`config.mk`:
```
export PLATFORM = sky130hd
export DESIGN_NAME = amq_responder
export DESIGN_NICKNAME = d
export VERILOG_FILES = /design/src/design/amq_pkg.sv /design/src/design/amq_responder.sv
export SDC_FILE = /design/constraint.sdc
export NUM_CORES = 1
export LEC_CHECK = 0
export BUFFER_PORTS_ARGS = -buffer_cell sky130_fd_sc_hd__buf_2
export CAP_MARGIN = 20
export CORE_MARGIN = 2
export CORE_UTILIZATION = 25
export DETAILED_ROUTE_END_ITERATION = 10
export GPL_TIMING_DRIVEN = 1
export SLEW_MARGIN = 30
export SYNTH_ARGS = -nofsm -noshare
export SYNTH_HDL_FRONTEND = slang
export SYNTH_SLANG_ARGS = --single-unit
```
`constraint.sdc`:
```
create_clock -name clk -period 2.95 [get_ports clk]
set_input_delay 0.1475 -clock clk [delete_from_list [all_inputs] [get_ports clk]]
set_output_delay 0.1475 -clock clk [all_outputs]
set_load 0.02 [all_outputs]
```
`src/design/amq_pkg.sv`:
```
// Constants, types and field layouts for the analog modulation state query responder.
// Assumes a byte-wide command link that is framed elsewhere on the same clock.
// Notes on behaviour
// - Reply: address, status, state, checksum high, low.
// - State byte reports current analog modulation setting.
// - State byte: 0 disabled, 1 enabled.
// - Not ready: status, checksum, then one fill byte.
package amq_pkg;

    localparam int          BYTE_W       = 8;
    localparam int          REQ_LEN      = 4;
    localparam int          RESP_LEN     = 5;
    localparam int          IDX_W        = 3;
    localparam int          CNT_W        = 3;
    localparam int          ERR_BITS     = 29;
    localparam int          WARN_BITS    = 14;

    localparam logic [7:0]  CMD_QUERY_ANALOG_MOD  = 8'h66;
    localparam logic [7:0]  MOD_STATE_OFF         = 8'h00;
    localparam logic [7:0]  MOD_STATE_ON          = 8'h01;

    // Link addresses, checksum settings and fill value are plain parameter defaults.
    localparam logic [7:0]  DEF_WRITE_ADDRESS     = 8'h10;
    localparam logic [7:0]  DEF_READ_ADDRESS      = 8'h11;
    localparam logic [15:0] DEF_CRC_POLY          = 16'h1021;
    localparam logic [15:0] DEF_CRC_INIT          = 16'hFFFF;
    localparam logic [7:0]  DEF_FILL_BYTE         = 8'h00;

    // Byte positions inside the request frame, its idle index and the last reply byte index.
    localparam logic [2:0]  REQ_IDX_ADDR   = 3'h0;
    localparam logic [2:0]  REQ_IDX_CMD    = 3'h1;
    localparam logic [2:0]  REQ_IDX_CRC_HI = 3'h2;
    localparam logic [2:0]  REQ_IDX_CRC_LO = 3'h3;
    localparam logic [2:0]  REQ_IDX_IDLE   = 3'h4;
    localparam logic [2:0]  RESP_IDX_LAST  = 3'h4;

    // One byte on the link; sof marks the first byte of a frame.
    typedef struct packed {
        logic       sof;
        logic       valid;
        logic [7:0] data;
    } amq_byte_s;

    typedef struct packed {
        logic [ERR_BITS-1:0]  error;
        logic [WARN_BITS-1:0] warning;
    } amq_flags_s;

    typedef enum logic {
        ST_RECV,
        ST_SEND
    } amq_state_e;

endpackage

```
`src/design/amq_responder.sv`:
```
// Responder for the analog modulation state query on the command link.
// Assumes request bytes and response handshake come from logic on clk.
`timescale 1ns/1ps

module amq_responder #(
    parameter logic [7:0]  DEVICE_WRITE_ADDRESS = amq_pkg::DEF_WRITE_ADDRESS,
    parameter logic [7:0]  DEVICE_READ_ADDRESS  = amq_pkg::DEF_READ_ADDRESS,
    parameter logic [15:0] CRC_POLY             = amq_pkg::DEF_CRC_POLY,
    parameter logic [15:0] CRC_INIT             = amq_pkg::DEF_CRC_INIT,
    parameter logic [7:0]  FILL_BYTE            = amq_pkg::DEF_FILL_BYTE
) (
    // Clock and reset.
    input  wire logic                           clk,
    input  wire logic                           reset,
    // Request bytes from the host.
    input  wire amq_pkg::amq_byte_s             rx_in,
    output wire logic                           rx_ready,
    // Response bytes to the host.
    output wire amq_pkg::amq_byte_s             tx_out,
    input  wire logic                           tx_ready,
    // Module state.
    input  wire logic [7:0]                     system_status,
    input  wire logic                           analog_mod_enable,
    input  wire logic                           data_available,
    // Error and warning flags.
    input  wire logic [amq_pkg::ERR_BITS-1:0]   error_set,
    input  wire logic [amq_pkg::WARN_BITS-1:0]  warning_set,
    input  wire logic                           flags_clear,
    output wire amq_pkg::amq_flags_s            flags_out,
    // One-cycle pulse when a valid query is taken.
    output wire logic                           request_taken
);
    import amq_pkg::*;

    function automatic logic [15:0] crc16_byte(input logic [15:0] crc, input logic [7:0] b);
        logic [15:0] c;
        c = crc ^ {b, 8'h00};
        for (int i = 0; i < BYTE_W; i++) begin
            c = c[15] ? ((c << 1) ^ CRC_POLY) : (c << 1);
        end
        return c;
    endfunction

    amq_state_e                     state_reg;
    logic [IDX_W-1:0]               idx_reg;
    logic [15:0]                    crc_reg;
    logic [7:0]                     hi_reg;
    logic                           bad_reg;
    logic [RESP_LEN-1:0][7:0]       resp_reg;
    logic [CNT_W-1:0]               cnt_reg;
    amq_flags_s                     flags_reg;

    // Request decoding.
    wire                rx_take   = rx_in.valid && (state_reg == ST_RECV);
    wire [IDX_W-1:0]    idx_cur   = rx_in.sof ? REQ_IDX_ADDR : idx_reg;
    wire [15:0]         crc_base  = rx_in.sof ? CRC_INIT : crc_reg;
    wire                bad_base  = rx_in.sof ? 1'b0 : bad_reg;
    wire                addr_bad  = (idx_cur == REQ_IDX_ADDR) && (rx_in.data != DEVICE_WRITE_ADDRESS);
    wire                cmd_bad   = (idx_cur == REQ_IDX_CMD) && (rx_in.data != CMD_QUERY_ANALOG_MOD);
    wire                bad_next  = bad_base | addr_bad | cmd_bad;
    wire                crc_match = ({hi_reg, rx_in.data} == crc_reg);
    wire                req_ok    = rx_take && (idx_cur == REQ_IDX_CRC_LO) && !bad_next
                                    && crc_match;

    // Response building.
    wire [7:0]          mod_byte  = analog_mod_enable ? MOD_STATE_ON
                                                      : MOD_STATE_OFF;
    wire [15:0]         crc_a     = crc16_byte(CRC_INIT, DEVICE_READ_ADDRESS);
    wire [15:0]         crc_s     = crc16_byte(crc_a, system_status);
    wire [15:0]         crc_m     = crc16_byte(crc_s, mod_byte);
    wire [RESP_LEN-1:0][7:0] resp_full  = {crc_m[7:0], crc_m[15:8], mod_byte,
                                           system_status, DEVICE_READ_ADDRESS};
    wire [RESP_LEN-1:0][7:0] resp_short = {FILL_BYTE, crc_s[7:0], crc_s[15:8],
                                           system_status, DEVICE_READ_ADDRESS};
    wire                tx_fire   = (state_reg == ST_SEND) && tx_ready;
    wire                tx_last   = tx_fire && (cnt_reg == RESP_IDX_LAST);

    assign rx_ready      = (state_reg == ST_RECV);
    assign tx_out.sof    = (state_reg == ST_SEND) && (cnt_reg == '0);
    assign tx_out.valid  = (state_reg == ST_SEND);
    assign tx_out.data   = resp_reg[0];
    assign flags_out     = flags_reg;
    assign request_taken = req_ok;

    // Request receiver: checks address, command and checksum byte by byte.
    always_ff @(posedge clk) begin
        if (reset) begin
            idx_reg <= REQ_IDX_IDLE;
            crc_reg <= CRC_INIT;
            hi_reg  <= 8'h00;
            bad_reg <= 1'b0;
        end else if (rx_take && (idx_cur != REQ_IDX_IDLE)) begin
            idx_reg <= idx_cur + 3'h1;
            bad_reg <= bad_next;
            if (idx_cur == REQ_IDX_CRC_HI) begin
                hi_reg <= rx_in.data;
            end
            if (idx_cur < REQ_IDX_CRC_HI) begin
                crc_reg <= crc16_byte(crc_base, rx_in.data);
            end
        end
    end

    // Response sender: shifts the captured reply out one byte per accepted handshake.
    always_ff @(posedge clk) begin
        if (reset) begin
            state_reg <= ST_RECV;
            resp_reg  <= '0;
            cnt_reg   <= '0;
        end else begin
            case (state_reg)
                ST_RECV: begin
                    if (req_ok) begin
                        state_reg <= ST_SEND;
                        cnt_reg   <= '0;
                        resp_reg  <= data_available ? resp_full : resp_short;
                    end
                end
                ST_SEND: begin
                    if (tx_fire) begin
                        resp_reg <= {8'h00, resp_reg[RESP_LEN-1:1]};
                        cnt_reg  <= cnt_reg + 3'h1;
                        if (tx_last) begin
                            state_reg <= ST_RECV;
                        end
                    end
                end
                default: begin
                    state_reg <= ST_RECV;
                end
            endcase
        end
    end

    // Flags stay set until cleared; a set in the clearing cycle wins.
    always_ff @(posedge clk) begin
        if (reset) begin
            flags_reg <= '0;
        end else begin
            flags_reg.error   <= (flags_clear ? '0 : flags_reg.error) | error_set;
            flags_reg.warning <= (flags_clear ? '0 : flags_reg.warning) | warning_set;
        end
    end

    a_reply_opens_addr: assert property (
        @(posedge clk) disable iff (reset)
        req_ok |=> tx_out.valid && tx_out.sof && (tx_out.data == DEVICE_READ_ADDRESS))
        else $error("Reply does not open with the read address.");

    a_reply_status_byte: assert property (
        @(posedge clk) disable iff (reset)
        req_ok |=> (resp_reg[1] == $past(system_status)))
        else $error("Second reply byte is not the system status.");

    a_reply_mod_state: assert property (
        @(posedge clk) disable iff (reset)
        req_ok && data_available |=> (resp_reg[2][0] == $past(analog_mod_enable)))
        else $error("State byte does not follow the modulation setting.");

    a_mod_state_code: assert property (
        @(posedge clk) disable iff (reset)
        req_ok && data_available |=>
            (resp_reg[2] == ($past(analog_mod_enable) ? 8'h01 : 8'h00)))
        else $error("State byte is not coded as 0 or 1.");

    a_short_reply_fill: assert property (
        @(posedge clk) disable iff (reset)
        req_ok && !data_available |=>
            (resp_reg[4] == FILL_BYTE) && ({resp_reg[2], resp_reg[3]} == $past(crc_s)))
        else $error("Unready reply lacks checksum after status or fill.");

    // Bytes accepted since the last request, counted apart from the sender's own counter.
    logic [CNT_W-1:0]               sent_reg;

    always_ff @(posedge clk) begin
        if (reset || req_ok) begin
            sent_reg <= '0;
        end else if (tx_fire) begin
            sent_reg <= sent_reg + 3'h1;
        end
    end

    a_reply_length: assert property (
        @(posedge clk) disable iff (reset)
        tx_fire && (sent_reg == RESP_IDX_LAST) |=> !tx_out.valid && rx_ready)
        else $error("Reply does not end after the fifth byte.");

    a_reply_not_short: assert property (
        @(posedge clk) disable iff (reset)
        tx_fire && (sent_reg < RESP_IDX_LAST) |=> tx_out.valid && !tx_out.sof)
        else $error("Reply ends early or repeats its first byte.");

    a_reply_byte_holds: assert property (
        @(posedge clk) disable iff (reset)
        tx_out.valid && !tx_ready |=> tx_out.valid && $stable(tx_out.data))
        else $error("Reply byte changed before it was accepted.");

    a_flag_set_wins: assert property (
        @(posedge clk) disable iff (reset)
        (error_set != '0) |=> ((flags_out.error & $past(error_set)) == $past(error_set)))
        else $error("Error flag set was lost.");

    a_flag_clear: assert property (
        @(posedge clk) disable iff (reset)
        flags_clear && (error_set == '0) && (warning_set == '0) |=> (flags_out == '0))
        else $error("Flags did not clear.");

    a_bad_cmd_ignored: assert property (
        @(posedge clk) disable iff (reset)
        rx_take && (idx_cur == REQ_IDX_CMD) && (rx_in.data != CMD_QUERY_ANALOG_MOD)
        ##1 rx_in.valid [*2] |-> !req_ok)
        else $error("Wrong command code was answered.");

    a_bad_addr_ignored: assert property (
        @(posedge clk) disable iff (reset)
        rx_take && rx_in.sof && (rx_in.data != DEVICE_WRITE_ADDRESS)
        ##1 (rx_in.valid && !rx_in.sof) [*3] |-> !req_ok)
        else $error("Frame for another address was answered.");

    a_busy_refuses_rx: assert property (
        @(posedge clk) disable iff (reset)
        tx_out.valid |-> !rx_ready && !request_taken)
        else $error("Request taken while a reply is pending.");

    a_taken_one_cycle: assert property (
        @(posedge clk) disable iff (reset)
        request_taken |=> !request_taken && !rx_ready)
        else $error("Taken pulse is longer than one cycle.");

endmodule

```
==> results of run 1 <==
-- layer usage --
metal  wire [um]  track usage (%)  share of wire, %  vias up
met3         673            2.966               4.8       17
met5           0                0                 0        -
met2        6577            21.38                47      124
met1        6576            16.52                47     2209
li1            -                -                 -     2367
met4         307            5.810               2.2        0
-- critical path, delay by kind of cell, from the launching register on --
family,cells,cell delay [ns]
DFF,1,0.31
and+or+nand+nor,3,1.02
buffers and inverters,3,0.33
AOI/OAI and AO/OA,1,0.14
adders and majority gates,1,0.21
-- stage by stage --
step / worst slack [ns] / std cells / power, mW / instance area, um^2 / hold WS [ns]
CTS: 0.3238 / 1034 / 4.496 / 7119 / 0.01557
global route: 0.2032 / 1034 / 4.645 / 7119 / 0.03543
detailed placement: 0.4323 / 959 / 2.228 / 6061 / 0.3575
global placement: 0.4765 / 959 / 2.223 / 6061 / 0.3479
finish: 0.3753 / 1034 / 4.439 / 7119 / 0.03579
floorplan: 0.5711 / 606 / 2.061 / 5263 / 0.2649
-- power by group through the flow --
stage / combinational, mW / sequential (mW) / clock, mW
finish: 0.576 / 1.67 / 2.20
global route: 0.632 / 1.67 / 2.34
CTS: 0.576 / 1.67 / 2.25
detailed placement: 0.532 / 1.70 / 0
global placement: 0.526 / 1.70 / 0
floorplan: 0.324 / 1.74 / 0
-- area by class of cell --
cell class | count | area share [%]
Clock buffer | 22 | 6.661
Clock inverter | 10 | 2.162
Inverter | 22 | 1.160
Multi-Input combinational cell | 415 | 37.10
Sequential cell | 115 | 32.34
Tap cell | 275 | 4.833
Timing Repair Buffer | 175 | 15.75
-- how the worst max path moves through the flow --
stage | from | endpoint | slack [ns] | depth (start not counted)
global route | idx_reg[0]$_SDFFE_PP0P_ | request_taken | 0.20 | 8
floorplan | rx_in[9] | resp_reg[10]$_SDFFE_PP0P_ | 0.57 | 8
global placement | rx_in[7] | resp_reg[10]$_SDFFE_PP0P_ | 0.48 | 6
finish | idx_reg[0]$_SDFFE_PP0P_ | request_taken | 0.38 | 8
detailed placement | rx_in[7] | resp_reg[14]$_SDFFE_PP0P_ | 0.43 | 6
CTS | idx_reg[0]$_SDFFE_PP0P_ | request_taken | 0.32 | 8
-- kinds of logic (layout without fill, tap and decap cells) --
logic type	Yosys count	in the layout	share of synthesized area, %
XOR/XNOR	64	64	10.94
AND/OR/NAND/NOR	173	173	14.60
buffers and inverters	76	229	6.182
multiplexers	21	21	4.137
adder cells (fa/ha/maj)	7	7	1.664
AO/OA/AOI/OAI	150	150	18.74
flip-flops	115	115	43.75
-- layout by cell type (no fill, tap or decap), types with 6 or more instances in the layout --
cell and n:
a211oi_1 24, o21ai_0 10, nand3_1 11, clkbuf_16 17, buf_2 120, nand4_1 8
o32ai_1 9, o211ai_1 18, ha_1 7, mux2i_1 15, inv_1 20, xnor2_1 43
nor2b_1 9, dlygate4sd3_1 43, xor2_1 20, nand2_1 51, dfxtp_1 115, nor2_1 72
a32o_1 6, a21oi_1 63, buf_4 12, a22oi_1 6
==> reports/qor.yml, run 1 <==
synth:
  ys_warn_count: 0
  synth_top_cell_area_share_pct: 43.75
  yosys_register_bits: 115
  synth_commonest_cells: "dfxtp_1, nor2_1, a21oi_1, nand2_1, xnor2_1"
  netlist_area_um2: 5263
  synthArstFlopShare_pct: 0
  synth_edf_count: 0
  syn_area_per_cell_um2: 8.684
  synth.most_common_cell: "dfxtp_1"
  ys_seq_area_share_pct: 43.75
  synth_area_leader_cell: "dfxtp_1"
  syn_inst: 606
  synth_cell_types: 45
  ys.flop_type: "dfxtp_1"
  syn_nets: 680
  synth_area_leaders: "dfxtp_1, xnor2_1, a21oi_1"
layout:
  multiInputGateArea_um2: 2641
  final_util_pct: 34.19
  fillers: 2148
  ff_latch_area_um2: 2302
  final_nets: 820
  antenna_cells: 0
  area_growth_syn_to_layout_pct: 35.28
  drive_above_1_share_pct: 22.92
  largest_reg_flops: 43
run_status:
  status: "finished clean"
setup_path:
  critPathLaunchType: "flip-flop"
  end_kind: "output port"
  rrSetupSlack_ns: 0.57
  crit_slowest_cell: "or3_1"
  critPathKind: "reg -> out"
  path_max_fanout: 4
  cp_cell_sequence: "nor2b_1 > inv_1 > ha_1 > o311a_1 > or2_2 > or3_1 > inv_1 > buf_2"
  r2r_end: "resp_reg[14]$_SDFFE_PP0P_"
  slowest_delay_ns: 0.46
  worst-endpoint-arrival_ns: 2.43
  required_ns: 2.80
  rr_startpoint: "idx_reg[0]$_SDFFE_PP0P_"
  r2r_cells: 7
  critical-path-top-cell-by-count: "inv_1"
clocking:
  clkTransAtPathRegs_ns: 0.05
  cts_root_buffer: "clkbuf_16"
  clk_path_buf_depth: 2
  post-cts-setup-buffers: 0
  cts.htree.levels: 4
  clkSinkCount: 115
  cts_tree: "yes"
  cts_resized: 0
  cts_inserted_buffers: 17
  hold_buffers: 43
  clk_latency_ns: 0.41
timing:
  fin_crit_sh_pct: 87.28
  finalSetupTns_ns: 0
  worst_slew_pin_slew_ns: 0.6969
  finalSetupViolCount: 0
  hold_violations: 0
  slew_headroom_pct: 53.37
  rsz0062_at_grt: "false"
  period_minus_slack_ns: 2.575
  drv_slew: 0
  timing.fmax_mhz: 388.4
  fin_skew_ns: 0.007355
flow_run:
  maxCapViolCount: 0
hold_path:
  holdCritPathClass: "in -> reg"
  holdPathStages: 3
  worstHoldEndpoint: "hi_reg[7]$_SDFFE_PP0P_"
  hp-start: "rx_in[7]"
grt:
  grt_max_degree: 53
  grt_pass1_wl_um: 23120
  grt_pass1_vias: 4561
  antenna_found_initial: 0
  grt_use_total_pct: 13.09
  grt_overflow: 0
route:
  wl_um: 14140
  via_per_inst: 4.562
  drtIter0Drc: 233
  drc: 0
  route.vias.total: 4717
  ant_nets: 0
  wl_per_cell_um: 13.67
  drt-pass1-iter-count: 4
pwr:
  p_seq_share_pct: 37.5
  irDropWorstVdd_mv: 0.3809
  p_leak_nw: 2.951
  power_density_nw_per_um2: 623.5
  pwr-share-clk_pct: 49.5
  p_int_mw: 3.349
  p_sw_mw: 1.091
  combinationalPowerShare_pct: 13.0
  sw_frac_of_total_pct: 24.57
floorplan:
  io_pins: 122
  rows: 53
  fp.dieW_um: 149.1
  start_util_pct: 25.27
  fp.coreArea_um2: 20820
  design.die.area_um2: 22230
  dieHeight_um: 149.1
place:
  portBuffers: 121
  dp_hpwl_um: 9116
  gp_congestion: 0.8332
Note: power is estimated with default switching activity, not from simulation.
==> run 2, diff against run 1 <==
--- a/config.mk
+++ b/config.mk
@@ -7,10 +7,13 @@
 export LEC_CHECK = 0
 export BUFFER_PORTS_ARGS = -buffer_cell sky130_fd_sc_hd__buf_2
 export CAP_MARGIN = 20
+export CELL_PAD_IN_SITES_DETAIL_PLACEMENT = 1
+export CELL_PAD_IN_SITES_GLOBAL_PLACEMENT = 1
 export CORE_MARGIN = 2
 export CORE_UTILIZATION = 25
 export DETAILED_ROUTE_END_ITERATION = 10
 export GPL_TIMING_DRIVEN = 1
+export PLACE_DENSITY = 0.65
 export SLEW_MARGIN = 30
 export SYNTH_ARGS = -nofsm -noshare
 export SYNTH_HDL_FRONTEND = slang
==> reports/qor.yml, run 2 (synthesis gave the netlist of run 1 again) <==
setup_path:
  worst-endpoint-arrival_ns: 2.49  # +0.06 ns
  crit_family: "simple AND/OR/NAND/NOR gates"
  crit_slowest_cell: "or3_1"
  path_max_fanout: 4  # unchanged
  required_ns: 2.80  # about the same
  slowest_delay_ns: 0.47  # about the same
  end_kind: "output port"
  critical-path-top-cell-by-count: "inv_1"
  critPathKind: "reg -> out"
  critPathLaunchType: "flip-flop"
  cp_cell_sequence: "nor2b_1 > inv_1 > ha_1 > o311a_1 > or2_2 > or3_1 > inv_1 > buf_2"
  cp_num_buf_inv: 3  # unchanged
place:
  pre_cts_ws_ns: 0.3984  # -0.03386 ns
  dp_hpwl_um: 10200  # +12%
  post_dp_cell_area_um2: 6076  # +0.25%
  gp_congestion: 0.8077  # -3.1%
  portBuffers: 121  # unchanged
timing:
  setup_ws_ns: 0.3108  # -0.06448 ns
  finalSetupTns_ns: 0  # unchanged
  drv_slew: 0  # unchanged
  slew_headroom_pct: 54.83  # +1.5 points
  rsz0062_at_grt: "false"
  fin_skew_ns: 0.007137  # -0.0002184 ns
  fin_crit_sh_pct: 89.46  # +2.2 points
  worst_slew_pin_slew_ns: 0.6753  # -0.02158 ns
  hold_violations: 0  # unchanged
  whs_ns: 0.02852  # -0.007275 ns
  period_minus_slack_ns: 2.639  # +0.06448 ns
  timing.fmax_mhz: 378.9  # -2.4%
  finalSetupViolCount: 0  # unchanged
route:
  drt-pass1-iter-count: 4  # unchanged
  wl_per_cell_um: 15.25  # +12%
  via_per_inst: 4.642  # +1.8%
  wl_um: 15800  # +12%
  route.vias.total: 4809  # +2.0%
  drc: 0  # unchanged
  drtIter0Drc: 157  # -33%
  ant_nets: 0  # unchanged
flow_run:
  maxCapViolCount: 0  # unchanged
layout:
  drive_above_1_share_pct: 23.26  # +0.33 points
  final_util_pct: 34.24  # +0.054 points
  antenna_cells: 0  # unchanged
  final_nets: 822  # +0.24%
  largest_reg_flops: 43  # unchanged
  design_area_um2: 7131  # +0.16%
  final_common_cell: "buf_2"
  area_growth_syn_to_layout_pct: 35.50
  layout_common_cells: "buf_2, dfxtp_1, nor2_1"
clocking:
  clkSinkCount: 115  # unchanged
  clkTransAtPathRegs_ns: 0.06  # about the same
  clk_path_buf_depth: 2  # unchanged
  cts.htree.levels: 4  # unchanged
  cts_root_buffer: "clkbuf_16"
  cts_resized: 0  # unchanged
  cts_inserted_buffers: 17  # unchanged
  clk_latency_ns: 0.41  # about the same
  cts_tree: "yes"
hold_path:
  holdCritPathClass: "in -> reg"
floorplan:
  fp.dieW_um: 149.1  # unchanged
  io_pins: 122  # unchanged
  rows: 53  # unchanged
  design.die.area_um2: 22230  # unchanged
  dieHeight_um: 149.1  # unchanged
  fp.coreArea_um2: 20820  # unchanged
  start_util_pct: 25.27  # unchanged
grt:
  grt_pass1_vias: 4969  # +8.9%
  grt_overflow: 0  # unchanged
  grt_max_degree: 49  # -7.5%
  grt_pass1_wl_um: 25850  # +12%
  grt_use_total_pct: 14.72  # +1.6 points
  antenna_found_initial: 0  # unchanged
pwr:
  p_leak_nw: 2.951  # about the same
  power_density_nw_per_um2: 628.5  # +0.80%
  irDropWorstVdd_mv: 0.3731  # -2.0%
run_status:
  status: "finished clean"
[run 2: cell types whose count changed in the layout (fill, tap and decap cells not counted), sizes merged]
cell,previous run,this run
inv,20,22
buf,132,134
clkinv,8,7
clkinvlp,0,2
clkbuf,22,19
[run 2: worst paths after layout]
| kind | startpoint | slack [ns] | end | depth (start not counted) |
|---|---|---|---|---|
| min reg2reg | tx_out[0]$_SDFFE_PP0P_ | 0.45 | tx_out[0]$_SDFFE_PP0P_ | 2 |
| max | idx_reg[0]$_SDFFE_PP0P_ | 0.31 | request_taken | 8 |
| min | rx_in[7] | 0.03 | hi_reg[7]$_SDFFE_PP0P_ | 3 |
| max reg2reg | idx_reg[0]$_SDFFE_PP0P_ | 0.51 | resp_reg[11]$_SDFFE_PP0P_ | 7 |
[run 2: worst register-to-register path, delay by kind of cell (launching register included)]
family | cells | cell delay [ns]
AOI/OAI and AO/OA | 2 | 0.49
adders and majority gates | 1 | 0.22
buffers and inverters | 1 | 0.11
DFF | 1 | 0.32
muxes | 1 | 0.38
and+or+nand+nor | 2 | 0.82
[run 2: final cells by class]
| cell class | instances | area (um^2) |
|---|---|---|
| inverters | 22 | 82.58 |
| multi-input cells | 415 | 2641 |
| clock inverters | 13 | 181.4 |
| well taps | 275 | 344.1 |
| clock buffers | 19 | 442.9 |
| fillers | 2470 | 13690 |
| repair buffers | 177 | 1136 |
| flip-flops and latches | 115 | 2302 |
[run 2: power breakdown]
part	switching, mW	internal, mW
logic	0.340	0.253
clock network	0.785	1.44
registers	0.0467	1.62
total	1.17	3.31
[run 2: stage by stage]
stage          total power [mW]  cells
2_1_floorplan             2.061    606
5_1_grt                   4.693   1036
3_5_place_dp              2.248    961
4_1_cts                   4.546   1036
3_3_place_gp              2.238    961
6_report                  4.482   1036
[run 2: metal layers]
| layer | wire length [um] | share of wire (%) | vias to the layer above | global-route usage [%] |
|---|---|---|---|---|
| met5 | 0 | 0 | - | 0 |
| met4 | 267 | 1.7 | 0 | 5.571 |
| met3 | 616 | 3.9 | 18 | 3.517 |
| met2 | 7673 | 49 | 103 | 25.07 |
| met1 | 7239 | 46 | 2311 | 17.99 |
| li1 | - | - | 2377 | - |
[run 2: repair_timing]
action,CTS,global route
endpoints found under the hold margin,43,0
buffers inserted,0,0
hold buffers,43,0
==> run 3, diff against run 2 <==
--- a/config.mk
+++ b/config.mk
@@ -11,9 +11,10 @@
 export CELL_PAD_IN_SITES_GLOBAL_PLACEMENT = 1
 export CORE_MARGIN = 2
 export CORE_UTILIZATION = 25
+export CTS_CLUSTER_DIAMETER = 60
 export DETAILED_ROUTE_END_ITERATION = 10
 export GPL_TIMING_DRIVEN = 1
-export PLACE_DENSITY = 0.65
+export PLACE_DENSITY = 0.67
 export SLEW_MARGIN = 30
 export SYNTH_ARGS = -nofsm -noshare
 export SYNTH_HDL_FRONTEND = slang
==> constraint.sdc (replaced) <==
create_clock -name clk -period 2.25 [get_ports clk]
set_input_delay 0.1125 -clock clk [delete_from_list [all_inputs] [get_ports clk]]
set_output_delay 0.1125 -clock clk [all_outputs]
set_load 0.02 [all_outputs]
==> reports/qor.yml, run 3 (synthesis gave the netlist of run 1 again) <==
run_status:
  status: "finished clean"
grt:
  grt_use_total_pct: 14.76  # +0.047 points
  grt_pass1_wl_um: 26160  # +1.2%
  antenna_found_initial: 0  # unchanged
  grt_pass1_vias: 5167  # +4.0%
  grt_max_degree: 92  # +88%
  grt_overflow: 0  # unchanged
timing:
  finalSetupTns_ns: 0  # unchanged
  setup_ws_ns: 0.003864  # -0.3069 ns
  fin_skew_ns: 0.009692  # +0.002555 ns
  drv_slew: 0  # unchanged
  fin_crit_sh_pct: 99.83
  finalSetupViolCount: 0  # unchanged
  timing.fmax_mhz: 445.2
  worst_slew_pin_slew_ns: 0.4804  # -0.1948 ns
  hold_violations: 0  # unchanged
  rsz0062_at_grt: "true"
  slew_headroom_pct: 67.97  # +13 points
  period_minus_slack_ns: 2.246
  whs_ns: 0.07078  # +0.04227 ns
pwr:
  p_leak_nw: 3.120  # +5.7%
  power_mw: 5.844  # +30%
  power_density_nw_per_um2: 777.7  # +24%
  irDropWorstVdd_mv: 0.4678  # +25%
clocking:
  clk_path_buf_depth: 2  # unchanged
  cts.htree.levels: 4  # unchanged
  cts_inserted_buffers: 17  # unchanged
  clkSinkCount: 115  # unchanged
  cts_root_buffer: "clkbuf_16"
  clk_latency_ns: 0.41  # about the same
  cts_tree: "yes"
  clkTransAtPathRegs_ns: 0.06  # about the same
setup_path:
  rrSetupSlack_ns: 0.004  # -0.51 ns
  critPathKind: "reg -> out"
  end_kind: "output port"
  required_ns: 2.14  # -0.66 ns
  critPathLaunchType: "flip-flop"
  path_max_fanout: 3  # -1
  worst-endpoint-arrival_ns: 2.13  # -0.36 ns
floorplan:
  dieHeight_um: 149.1  # unchanged
  start_util_pct: 25.27  # unchanged
  fp.coreArea_um2: 20820  # unchanged
  io_pins: 122  # unchanged
  rows: 53  # unchanged
  design.die.area_um2: 22230  # unchanged
  fp.dieW_um: 149.1  # unchanged
layout:
  area_growth_syn_to_layout_pct: 42.80
  largest_reg_flops: 43  # unchanged
  drive_above_1_share_pct: 27.95  # +4.7 points
  antenna_cells: 0  # unchanged
  final_nets: 848  # +3.2%
  final_common_cell: "buf_2"
  finalNonFillerCells: 1062  # +2.5%
  layout_common_cells: "buf_2, dfxtp_1, nor2_1"
place:
  placedCellCount: 979  # +1.9%
  dp_hpwl_um: 10310  # +1.1%
  pre_cts_ws_ns: -0.1496  # -0.5480 ns
  gp_congestion: 0.7509  # -7.0%
  portBuffers: 121  # unchanged
route:
  ant_nets: 0  # unchanged
  drtIter0Drc: 156  # -0.64%
  via_per_inst: 4.626  # -0.34%
  drt-pass1-iter-count: 4  # unchanged
  wl_per_cell_um: 15.26  # about the same
  drc: 0  # unchanged
  wl_um: 16200  # +2.6%
  route.vias.total: 4913  # +2.2%
hold_path:
  holdCritPathClass: "in -> reg"
flow_run:
  maxCapViolCount: 0  # unchanged
[run 3: cell types whose count changed in the layout (fill, tap and decap cells not counted), moves of 3 or more]
cell / before / now
buf_12: 0 / 3
buf_4: 14 / 32
buf_6: 0 / 3
clkbuf_8: 1 / 4
ha_1: 7 / 3
ha_4: 0 / 3
inv_1: 20 / 17
inv_2: 0 / 3
[run 3: repair_timing]
item	CTS	global route
gates cloned	0	1
buffers inserted	2	5
hold buffers	43	0
resized for setup	14	21
endpoints found under the hold margin	43	0
endpoints found under the setup margin	15	16
pin swaps	4	5
[run 3: through the flow]
step	utilization, %	cell area (um^2)
2_1_floorplan	-	5266
3_3_place_gp	30.02	6251
3_5_place_dp	30.02	6251
4_1_cts	35.36	7362
5_1_grt	36.09	7515
6_report	36.09	7515
[run 3: critical path: stages, from the launching register on]
cell and delay (ns):
dfxtp_1 0.32, xnor2_1 0.24, nand4_1 0.15, or3_1 0.44, or3_4 0.40, inv_2 0.06
buf_6 0.10
[run 3: per-layer routing]
| layer | global-route usage, % | share of wire (%) | wire length (um) | vias up |
|---|---|---|---|---|
| met5 | 0 | 0 | 0 | - |
| met4 | 5.762 | 1.7 | 277 | 0 |
| met3 | 4.067 | 4.7 | 764 | 20 |
| met2 | 25.05 | 49 | 7944 | 111 |
| met1 | 17.74 | 45 | 7216 | 2353 |
| li1 | - | - | - | 2429 |
[run 3: area by class of cell]
| class | instances | area (um^2) |
|---|---|---|
| clock buffer | 23 | 488.0 |
| clock inverter | 9 | 126.4 |
| fill | 2447 | 13310 |
| inverter | 22 | 82.58 |
| multi-input combinational | 415 | 2754 |
| sequential | 115 | 2305 |
| tap | 275 | 344.1 |
| timing repair buffer | 203 | 1415 |
[run 3: path summary, 6_finish.rpt]
path / startpoint / endpoint / cells after the start
setup / recovery: crc_reg[11]$_SDFFE_PP1P_ / request_taken / 6
hold / removal: tx_ready / state_reg$_SDFF_PP0_ / 4
setup reg to reg: idx_reg[0]$_SDFFE_PP0P_ / resp_reg[32]$_SDFFE_PP0P_ / 10
hold reg to reg: tx_out[4]$_SDFFE_PP0P_ / tx_out[4]$_SDFFE_PP0P_ / 2
[run 3: report_power, final]
part           internal (mW)  total [mW]  switching, mW
clock                   1.85        2.83          0.971
combinational          0.375       0.832          0.457
sequential              2.13        2.19         0.0594
total                   4.36        5.84           1.49
